File: src/verilog/bay_ctrl_pkg.sv
// Register map, field layout and state codes of the device bay controller
package bay_ctrl_pkg;

    // Register byte offsets on the register bus
    localparam logic [7:0]  STATUS_OFFSET    = 8'hB0;
    localparam logic [7:0]  CTRL_OFFSET      = 8'hB4;
    localparam logic [7:0]  EVENT_OFFSET     = 8'hC0;
    localparam logic [7:0]  MASK_OFFSET      = 8'hC4;

    // Reset values
    localparam logic [7:0]  CTRL_RESET       = 8'h00;
    localparam logic [2:0]  EVENT_RESET      = 3'h0;
    localparam logic [2:0]  MASK_RESET       = 3'h0;

    // Control and enable register fields
    localparam int          INTERLOCK_BIT    = 7;
    localparam int          REQ_MSB          = 6;
    localparam int          REQ_LSB          = 4;
    localparam int          BTN_IRQ_EN_BIT   = 3;
    localparam int          CHG_IRQ_EN_BIT   = 2;
    localparam int          WAKE_EN_BIT      = 1;
    localparam int          POWER_BIT        = 0;
    localparam int          CTRL_WIDTH       = 8;

    // Status register fields
    localparam int          STATE_MSB        = 6;
    localparam int          STATE_LSB        = 4;
    localparam int          BTN_FLAG_BIT     = 3;
    localparam int          CHG_FLAG_BIT     = 2;
    localparam int          PRES_B_BIT       = 1;
    localparam int          PRES_A_BIT       = 0;

    // Event status and mask register fields
    localparam int          EVT_BTN_BIT      = 0;
    localparam int          EVT_CHG_BIT      = 1;
    localparam int          EVT_STATE_BIT    = 2;
    localparam int          EVT_WIDTH        = 3;

    // Synchroniser depth for pins
    localparam int          SYNC_STAGES      = 2;

    // Three-bit bay state codes, requested and actual
    localparam logic [2:0]  CODE_NO_CHANGE   = 3'h0;
    localparam logic [2:0]  CODE_EMPTY       = 3'h0;
    localparam logic [2:0]  CODE_INSERTED    = 3'h1;
    localparam logic [2:0]  CODE_ENABLED     = 3'h2;
    localparam logic [2:0]  CODE_REM_REQ     = 3'h3;
    localparam logic [2:0]  CODE_REM_ALLOWED = 3'h4;

    // Bay state, one-hot
    typedef enum logic [4:0]
    {
        ST_EMPTY       = 5'b00001,
        ST_INSERTED    = 5'b00010,
        ST_ENABLED     = 5'b00100,
        ST_REM_REQ     = 5'b01000,
        ST_REM_ALLOWED = 5'b10000
    } bayState_type;

endpackage

File: src/verilog/device_bay_control_enable.sv
// Control, status and interrupt logic of one removable device bay
//
// Our own choice: the Wishbone register port.
module device_bay_control_enable
    import bay_ctrl_pkg::*;
#(
    parameter int ADDR_WIDTH = 8
)
(
    // Clock and reset
    input  wire logic                  sys_clk,
    input  wire logic                  reset_n,
    // Wishbone slave
    input  wire logic                  wb_cyc_i,
    input  wire logic                  wb_stb_i,
    input  wire logic                  wb_we_i,
    input  wire logic [ADDR_WIDTH-1:0] wb_adr_i,
    input  wire logic [3:0]            wb_sel_i,
    input  wire logic [31:0]           wb_dat_i,
    output logic      [31:0]           wb_dat_o,
    output logic                       wb_ack_o,
    // Bay pins
    input  wire logic [1:0]            presencePins,
    input  wire logic                  removalButton,
    output logic                       bayPower,
    output logic                       bayInterlock,
    output logic      [2:0]            bayActualState,
    // Interrupts
    output logic                       bayIrq,
    output logic                       irq
);

    logic [CTRL_WIDTH-1:0] ctrl;
    logic                  busReq;
    logic                  busWrite;
    logic                  busRead;
    logic                  lowByte;
    logic                  hitCtrl;
    logic                  hitStatus;
    logic                  hitEvent;
    logic                  hitMask;
    logic [31:0]           readData;
    logic [2:0]            syncPins;
    logic [1:0]            presNow;
    logic [1:0]            presPrev;
    logic                  buttonNow;
    logic                  buttonPrev;
    logic                  presChange;
    logic                  removalEvt;
    logic                  insertEvt;
    logic                  chgSet;
    logic                  btnSet;
    logic                  removalButtonFlag;
    logic                  statusChangeFlag;
    logic                  reqPending;
    bayState_type          state;
    bayState_type          next_state;
    logic                  stateChanged;
    logic [EVT_WIDTH-1:0]  eventStatus;
    logic [EVT_WIDTH-1:0]  eventMask;
    logic [EVT_WIDTH-1:0]  newEvents;
    logic [2:0]            requestedCode;

    // Valid target codes are 001 to 100
    function automatic logic codeValid(input logic [2:0] code);
        logic ok;
        ok = 1'b0;
        case (code)
            CODE_INSERTED,
            CODE_ENABLED,
            CODE_REM_REQ,
            CODE_REM_ALLOWED: ok = 1'b1;
            default:          ok = 1'b0;
        endcase
        return ok;
    endfunction

    function automatic bayState_type codeToState(input logic [2:0] code);
        bayState_type s;
        s = ST_EMPTY;
        case (code)
            CODE_INSERTED:    s = ST_INSERTED;
            CODE_ENABLED:     s = ST_ENABLED;
            CODE_REM_REQ:     s = ST_REM_REQ;
            CODE_REM_ALLOWED: s = ST_REM_ALLOWED;
            default:          s = ST_EMPTY;
        endcase
        return s;
    endfunction

    function automatic logic [2:0] stateToCode(input bayState_type s);
        logic [2:0] c;
        c = CODE_EMPTY;
        case (s)
            ST_EMPTY:       c = CODE_EMPTY;
            ST_INSERTED:    c = CODE_INSERTED;
            ST_ENABLED:     c = CODE_ENABLED;
            ST_REM_REQ:     c = CODE_REM_REQ;
            ST_REM_ALLOWED: c = CODE_REM_ALLOWED;
            default:        c = CODE_EMPTY;
        endcase
        return c;
    endfunction

    // Bus decode; writes land at the ack edge, a read acts where it captures
    assign busReq    = wb_cyc_i & wb_stb_i;
    assign busWrite  = busReq & wb_we_i & wb_ack_o;
    assign busRead   = busReq & ~wb_we_i & ~wb_ack_o;
    assign lowByte   = wb_sel_i[0];
    assign hitCtrl   = (wb_adr_i == ADDR_WIDTH'(CTRL_OFFSET));
    assign hitStatus = (wb_adr_i == ADDR_WIDTH'(STATUS_OFFSET));
    assign hitEvent  = (wb_adr_i == ADDR_WIDTH'(EVENT_OFFSET));
    assign hitMask   = (wb_adr_i == ADDR_WIDTH'(MASK_OFFSET));

    // One wait state; ack drops the cycle after it was given
    always_ff @(posedge sys_clk or negedge reset_n)
    begin
        if (!reset_n)
        begin
            wb_ack_o <= 1'b0;
        end
        else
        begin
            wb_ack_o <= busReq & ~wb_ack_o;
        end
    end

    // Read data is captured at the edge that raises ack
    always_comb
    begin
        readData = 32'h0000_0000;
        if (hitCtrl)
        begin
            readData[CTRL_WIDTH-1:0] = ctrl;
        end
        else if (hitStatus)
        begin
            readData[STATE_MSB:STATE_LSB] = stateToCode(state);
            readData[BTN_FLAG_BIT]        = removalButtonFlag;
            readData[CHG_FLAG_BIT]        = statusChangeFlag;
            readData[PRES_B_BIT]          = presNow[1];
            readData[PRES_A_BIT]          = presNow[0];
        end
        else if (hitEvent)
        begin
            readData[EVT_WIDTH-1:0] = eventStatus;
        end
        else if (hitMask)
        begin
            readData[EVT_WIDTH-1:0] = eventMask;
        end
    end

    always_ff @(posedge sys_clk or negedge reset_n)
    begin
        if (!reset_n)
        begin
            wb_dat_o <= 32'h0000_0000;
        end
        else if (busRead)
        begin
            wb_dat_o <= readData;
        end
    end

    // Control and enable register; upper bytes have no storage
    always_ff @(posedge sys_clk or negedge reset_n)
    begin
        if (!reset_n)
        begin
            ctrl <= CTRL_RESET;
        end
        else if (busWrite & hitCtrl & lowByte)
        begin
            ctrl <= wb_dat_i[CTRL_WIDTH-1:0];
        end
    end

    assign requestedCode = ctrl[REQ_MSB:REQ_LSB];
    assign bayInterlock  = ctrl[INTERLOCK_BIT];
    assign bayPower      = ctrl[POWER_BIT];

    // A request acts once per write, so a stale code cannot fight later
    // presence-driven changes of the state
    always_ff @(posedge sys_clk or negedge reset_n)
    begin
        if (!reset_n)
        begin
            reqPending <= 1'b0;
        end
        else
        begin
            reqPending <= busWrite & hitCtrl & lowByte
                          & codeValid(wb_dat_i[REQ_MSB:REQ_LSB]);
        end
    end

    // Pins pass two flip-flops before any logic looks at them
    bay_sync #(
        .WIDTH (3)
    ) pinSync (
        .sys_clk (sys_clk),
        .reset_n (reset_n),
        .asyncIn ({removalButton, presencePins}),
        .syncOut (syncPins)
    );

    assign presNow   = syncPins[1:0];
    assign buttonNow = syncPins[2];

    always_ff @(posedge sys_clk or negedge reset_n)
    begin
        if (!reset_n)
        begin
            presPrev   <= 2'h0;
            buttonPrev <= 1'b0;
        end
        else
        begin
            presPrev   <= presNow;
            buttonPrev <= buttonNow;
        end
    end

    assign presChange = |(presNow ^ presPrev);
    assign removalEvt = (|presPrev) & ~(|presNow);
    assign insertEvt  = ~(|presPrev) & (|presNow);

    // A removal in the removal-allowed state is gated by the wake enable
    assign chgSet = presChange
                    & ~(removalEvt & (state == ST_REM_ALLOWED)
                        & ~ctrl[WAKE_EN_BIT]);

    // Button press counts only with a device in the bay
    assign btnSet = buttonNow & ~buttonPrev & (|presNow);

    // Sticky flags: write one to clear, a set in the same cycle wins
    always_ff @(posedge sys_clk or negedge reset_n)
    begin
        if (!reset_n)
        begin
            removalButtonFlag <= 1'b0;
        end
        else if (btnSet)
        begin
            removalButtonFlag <= 1'b1;
        end
        else if (busWrite & hitStatus & lowByte & wb_dat_i[BTN_FLAG_BIT])
        begin
            removalButtonFlag <= 1'b0;
        end
    end

    always_ff @(posedge sys_clk or negedge reset_n)
    begin
        if (!reset_n)
        begin
            statusChangeFlag <= 1'b0;
        end
        else if (chgSet)
        begin
            statusChangeFlag <= 1'b1;
        end
        else if (busWrite & hitStatus & lowByte & wb_dat_i[CHG_FLAG_BIT])
        begin
            statusChangeFlag <= 1'b0;
        end
    end

    // Internal interrupt from flag and enable pairs
    assign bayIrq = (removalButtonFlag & ctrl[BTN_IRQ_EN_BIT])
                    | (statusChangeFlag & ctrl[CHG_IRQ_EN_BIT]);

    // Bay state: presence wins over a software request in the same cycle
    always_comb
    begin
        next_state = state;
        if (removalEvt)
        begin
            next_state = ST_EMPTY;
        end
        else if (insertEvt & (state == ST_EMPTY))
        begin
            next_state = ST_INSERTED;
        end
        else if (reqPending)
        begin
            next_state = codeToState(requestedCode);
        end
    end

    always_ff @(posedge sys_clk or negedge reset_n)
    begin
        if (!reset_n)
        begin
            state <= ST_EMPTY;
        end
        else
        begin
            case (next_state)
                ST_EMPTY,
                ST_INSERTED,
                ST_ENABLED,
                ST_REM_REQ,
                ST_REM_ALLOWED: state <= next_state;
                default:        state <= ST_EMPTY;
            endcase
        end
    end

    assign stateChanged   = (next_state != state);
    assign bayActualState = stateToCode(state);

    // Read-clear at the capture edge, so no event slips in unread
    always_comb
    begin
        newEvents                = '0;
        newEvents[EVT_BTN_BIT]   = btnSet;
        newEvents[EVT_CHG_BIT]   = chgSet;
        newEvents[EVT_STATE_BIT] = stateChanged;
    end

    always_ff @(posedge sys_clk or negedge reset_n)
    begin
        if (!reset_n)
        begin
            eventStatus <= EVENT_RESET;
        end
        else if (busRead & hitEvent)
        begin
            eventStatus <= newEvents;
        end
        else
        begin
            eventStatus <= eventStatus | newEvents;
        end
    end

    always_ff @(posedge sys_clk or negedge reset_n)
    begin
        if (!reset_n)
        begin
            eventMask <= MASK_RESET;
        end
        else if (busWrite & hitMask & lowByte)
        begin
            eventMask <= wb_dat_i[EVT_WIDTH-1:0];
        end
    end

    // Level output, derived only from flip-flops
    assign irq = |(eventStatus & eventMask);

endmodule

File: src/verilog/bay_sync.sv
// Two-stage synchroniser for asynchronous pins
module bay_sync
    import bay_ctrl_pkg::*;
#(
    parameter int WIDTH = 1
)
(
    // Clock and reset
    input  wire logic             sys_clk,
    input  wire logic             reset_n,
    // Pins and their synchronised copy
    input  wire logic [WIDTH-1:0] asyncIn,
    output logic      [WIDTH-1:0] syncOut
);

    logic [WIDTH-1:0] firstStage;

    // First stage feeds only the second one
    always_ff @(posedge sys_clk or negedge reset_n)
    begin
        if (!reset_n)
        begin
            firstStage <= '0;
            syncOut    <= '0;
        end
        else
        begin
            firstStage <= asyncIn;
            syncOut    <= firstStage;
        end
    end

endmodule

File: config.mk
export PLATFORM = sky130hd
export DESIGN_NAME = device_bay_control_enable
export DESIGN_NICKNAME = d
export VERILOG_FILES = /design/src/verilog/bay_ctrl_pkg.sv /design/src/verilog/device_bay_control_enable.sv /design/src/verilog/bay_sync.sv
export SDC_FILE = /design/constraint.sdc
export NUM_CORES = 1
export LEC_CHECK = 0
export BUFFER_PORTS_ARGS = -buffer_cell sky130_fd_sc_hd__buf_2
export CORE_AREA = 2 2 73 75
export CTS_CLUSTER_SIZE = 30
export DETAILED_ROUTE_END_ITERATION = 8
export DIE_AREA = 0 0 75 77
export GPL_TIMING_DRIVEN = 0
export PLACE_DENSITY_LB_ADDON = 0.05
export SKIP_CTS_REPAIR_TIMING = 1
export SYNTH_ARGS = -nofsm -noshare
export SYNTH_HDL_FRONTEND = slang
export SYNTH_HIERARCHICAL = 1
export SYNTH_SLANG_ARGS = --single-unit
File: constraint.sdc
create_clock -name sys_clk -period 3.5 [get_ports sys_clk]
set_clock_uncertainty 0.05 [all_clocks]
set_input_delay 0.525 -clock sys_clk [delete_from_list [all_inputs] [get_ports sys_clk]]
set_output_delay 0.525 -clock sys_clk [all_outputs]
set_load 0.005 [all_outputs]
Word level (Yosys, flattened, before mapping)
Cells that the tools add are included.

operators by class
  equal/unequal tests = 23
  multiplexer cells = 18
  bitwise gates (word level) = 37
  reduce and logical (&&, ||, !) cells = 8

operators with widths
  operator                                        number
  == test 8 bit (second input constant)           4
  bitwise AND 1 bit                               26
  two-way mux 5 bit                               4
  case mux 5 bit (4 select lines)                 1
  == test 3 x 2 -> 1 bit (second input constant)  4
  two-way mux 3 bit                               4
  case mux 3 bit (4 select lines)                 1
  == test 5 x 1 -> 1 bit (second input constant)  2
  == test 5 x 2 -> 1 bit (second input constant)  2
  == test 5 x 3 -> 1 bit (second input constant)  2
  == test 5 x 4 -> 1 bit (second input constant)  2
  == test 5 bit (second input constant)           2
  two-way mux 7 bit                               1
  inverter 1 bit                                  7
  == test 3 x 1 -> 1 bit (second input constant)  2
  == test 3 bit (second input constant)           2
  two-way mux 1 bit                               6
  OR reduction 2 bit                              3
  != test 5 bit                                   1
  OR reduction 5 bit                              1
  two-way mux 4 bit                               1
  nonzero test 2 bit                              2
  OR reduction 4 bit                              1
  bitwise AND 3 bit                               1
  other kinds (4)                                 4

word-level totals
  flip-flop bits (word level) = 40
  output and inout port bits = 40

Logic depth before layout (Yosys ltp)
  word-level depth = 9
  depth in mapped cells = 6
  depth with buffers taken out = 5

Cells and area by module
The synthesis kept the hierarchy.

modules (own cells, without submodules)
  module                     times used  cells an instance  area an instance (um^2)  seq. area each (um^2)
  device_bay_control_enable  1           213                2037.0                   852.1
  bay_sync                   1           6                  150.1                    150.1

Worst setup path before layout
No wires, ideal clock.

  kind = reg2out
  from = register state[0]
  to = output bayActualState[2]
  arrival = 985 ps
  data required time = 2925 ps
  setup slack = 1940 ps
  stages on the path, launching flop included = 4
  path buffers = 1
  path through = dfstp_2 -> clkbuf_1 -> nor2_1 -> and3_1

between the ends
  word-level cells in the longest chain between the ends = 2

RTL lines
  what                                   RTL line                          RTL
  from (decl)                            device_bay_control_enable.sv:56   bayState_type state;
  from (signal assigned)                 device_bay_control_enable.sv:305  ST_REM_ALLOWED: state <= next_state;
  == test 5 bit (tied with other cells)  device_bay_control_enable.sv:94   case (s)
  case mux 3 bit (4 select lines) (*)    device_bay_control_enable.sv:94
  to (decl)                              device_bay_control_enable.sv:27   output logic [2:0] bayActualState,

Mark *: on every way between the ends. The rest lies on a longest branch, timed or not.

Final worst setup path
Ends and elaborated chain as after synthesis.

==> flow_metrics.tcl <==
set metrics [dict create \
    outcome "complete, no violations" \
    switchingPower_uw 288 \
    htreeDepth 2 \
    clkSinkCount 40 \
    crit_type "reg2out" \
    rsz0062_at_grt "no" \
    synth_seq_area_share 0.458 \
    slew_viol_final 0 \
    end_kind "output port" \
    switching_share 0.266 \
    die_height_microns 77 \
    nets 340 \
    hold_viol 0 \
    relSlewSlack 0.423 \
    syn_area_sq_um 2190 \
    post-synth-top-area-fraction 0.446 \
    final.setup.worst_slack_ns 1.33 \
    synth_flop_cell "dfrtp_1" \
    worstSkewPairLatency_ns 0.29 \
    grt_pass1_wl_mm 7.36 \
    cts-root-buf "clkbuf_8" \
    seqPwrFrac 0.470 \
    grt_usage 0.164 \
    hold_class "in2reg" \
    p_int_uw 792 \
    finalCriticalPeriod_ns 2.17 \
    wl_mm 4.56 \
    yosysWarnings 6 \
    antenna_found_initial 0 \
    viasPerCell 4.82 \
    synthTopCellsByArea "dfrtp_1, buf_4, mux2_2, nor2_1, nand2_1" \
    vias 1730 \
    grt-ovfl-total 0 \
    core_area_sq_um 4980 \
    grt_max_degree 41 \
    synthCells 219 \
    worstMarginPinSlew_ns 0.866 \
    start_util 0.439 \
    place.gp.congestion 0.899 \
    yosysTopAreaCell "dfrtp_1" \
    arrival_ns 1.59 \
    required_ns 2.92 \
    cp_max_fo 9 \
    combPwrFrac 0.171 \
    synth_cell_types 48 \
    ir_drop_mv 0.257 \
    cts_tree "built" \
    drive_gt1_frac 0.311 \
    dpl.hpwl_mm 3.40 \
    die_x_microns 75 \
    setup-tns-final_ns 0 \
    antennaDiodeCount 0 \
    period_share 0.620 \
    portBuffers 39 \
    wl_per_cell_microns 12.7 \
    synth-async-reset-ratio 1.00 \
    first_pass_iters 4 \
    rows 26 \
    synth-seq-cells 40 \
    ios 92 \
    maxCapViolCount 0 \
    area_growth_pct 22.1 \
    fmax_ghz 0.461 \
    dpl_worst_slack_ns 1.35 \
    clk_path_buf_depth 2 \
    synth_edf_count 0 \
    crit_path_start_kind "flop" \
    power_density_nw_per_um2 404 \
    leakagePower_nw 1.31 \
    grt_pass1_vias 1556 \
    drt-initial-drc-count 76 \
    setup-violations-final 0 \
    syn-mean-instance-area_sq_um 9.99 \
    pwr-share-clk 0.359 \
    dieArea_sq_um 5780 \
    route.detailed.drc 0 \
    drt.antenna.violating_nets 0 \
    numCtsBuffers 5 \
    cts.clk_slew.worst_paths_ns 0.08 \
]
cells by family (layout without fill, tap and decap cells):
logic type / after synthesis / count (layout) / share of synthesized area
buf+inv: 38 / 85 / 0.113
xor+xnor: 6 / 6 / 0.0240
compound gates: 49 / 49 / 0.149
mux: 15 / 15 / 0.0749
simple gates: 70 / 70 / 0.179
flops: 40 / 40 / 0.458
other cells: 1 / 24 / 0.00171
through the flow:
| step | utilization | hold slack, ns | instance area (sq um) | instances | total power [mW] |
|---|---|---|---|---|---|
| 2_1_floorplan | - | 0.179 | 2270 | 242 | 0.637 |
| 3_5_place_dp | 0.514 | 0.286 | 2560 | 351 | 0.701 |
| 5_1_grt | 0.537 | 0.265 | 2670 | 359 | 1.14 |
| 6_report | 0.537 | 0.283 | 2670 | 359 | 1.08 |
| 3_3_place_gp | 0.514 | 0.281 | 2560 | 351 | 0.699 |
| 4_1_cts | 0.537 | 0.274 | 2670 | 359 | 1.09 |
state kept, by name, indices dropped and copies added (netlist names), 2 cells and up:
signal and cells:
wb_dat_o 8, eventStatus 3, presPrev 2, ctrl 8, eventMask 3, state 5, pinSync/syncOut 3, pinSync/firstStage 3
cell type report:
type                       count  area (sq um)
multi-input combinational    164          1020
tap                           70          87.6
timing repair buffer          39           195
clock inverter                 3          46.3
inverter                       5          18.8
fill                         474          2310
buffer                        33           229
sequential                    40          1000
clock buffer                   5          68.8
power groups by stage:
stage	registers [mW]	logic, mW	clock network, mW
finish	0.508	0.184	0.388
global route	0.512	0.209	0.416
CTS	0.508	0.184	0.401
detailed placement	0.517	0.184	0
global placement	0.517	0.182	0
floorplan	0.518	0.119	0
worst max-delay path, stage by stage (launching register included):
cell,delay [ns]
dfstp_2,0.52
clkbuf_1,0.33
nor2_1,0.10
and3_1,0.22
buf_2,0.14
final timing paths:
check | slack (ns) | end | startpoint | cells after the start
setup / recovery | 1.33 | bayActualState[2] | state[0]$_DFF_PN1_ | 4
hold / removal | 0.28 | pinSync/firstStage[2]$_DFF_PN0_ | removalButton | 1
setup reg to reg | 1.62 | eventStatus[2]$_DFF_PN0_ | state[0]$_DFF_PN1_ | 6
hold reg to reg | 0.30 | pinSync/syncOut[0]$_DFF_PN0_ | pinSync/firstStage[0]$_DFF_PN0_ | 0
max in group asynchronous | 2.57 | wb_dat_o[7]$_DFFE_PN0P_ | reset_n | 1
min in group asynchronous | 0.29 | state[2]$_DFF_PN0_ | reset_n | 1
layout by cell type, fill, tap and decap left out, types with 7 or more instances in the layout:
cell / synthesis / layout
a21oi_1: 11 / 11
a22oi_1: 7 / 7
buf_2: 3 / 42
buf_4: 25 / 25
conb_1: 1 / 24
dfrtp_1: 39 / 39
mux2_2: 9 / 9
nand2_1: 15 / 15
nand3_1: 7 / 7
nor2_1: 22 / 22
o21ai_0: 9 / 9
per-layer routing:
layer	track usage	wire, microns
met3	0.0420	317
met2	0.239	2090
met4	0.0482	34
met1	0.238	2120
met5	0	0
synthesized netlist by cell type, types with 2 or more instances:
cell and n:
and2_1 2, dfrtp_1 39, mux2i_1 4, xnor2_1 3, nor4_1 2, o31ai_1 3
a21o_1 2, buf_4 25, a31oi_1 3, o2111ai_1 2, clkbuf_1 4, a21oi_1 11
nor2b_1 3, nor3b_1 4, mux2_1 2, o21bai_1 2, nand3_1 7, nor4b_4 2
inv_1 5, nor2_1 22, o21a_1 2, xor2_1 3, mux2_2 9, nand4b_1 2
nor3_1 3, buf_2 3, o21ai_0 9, a22oi_1 7, nand2_1 15
No activity file was read; power rests on OpenSTA's default activity.
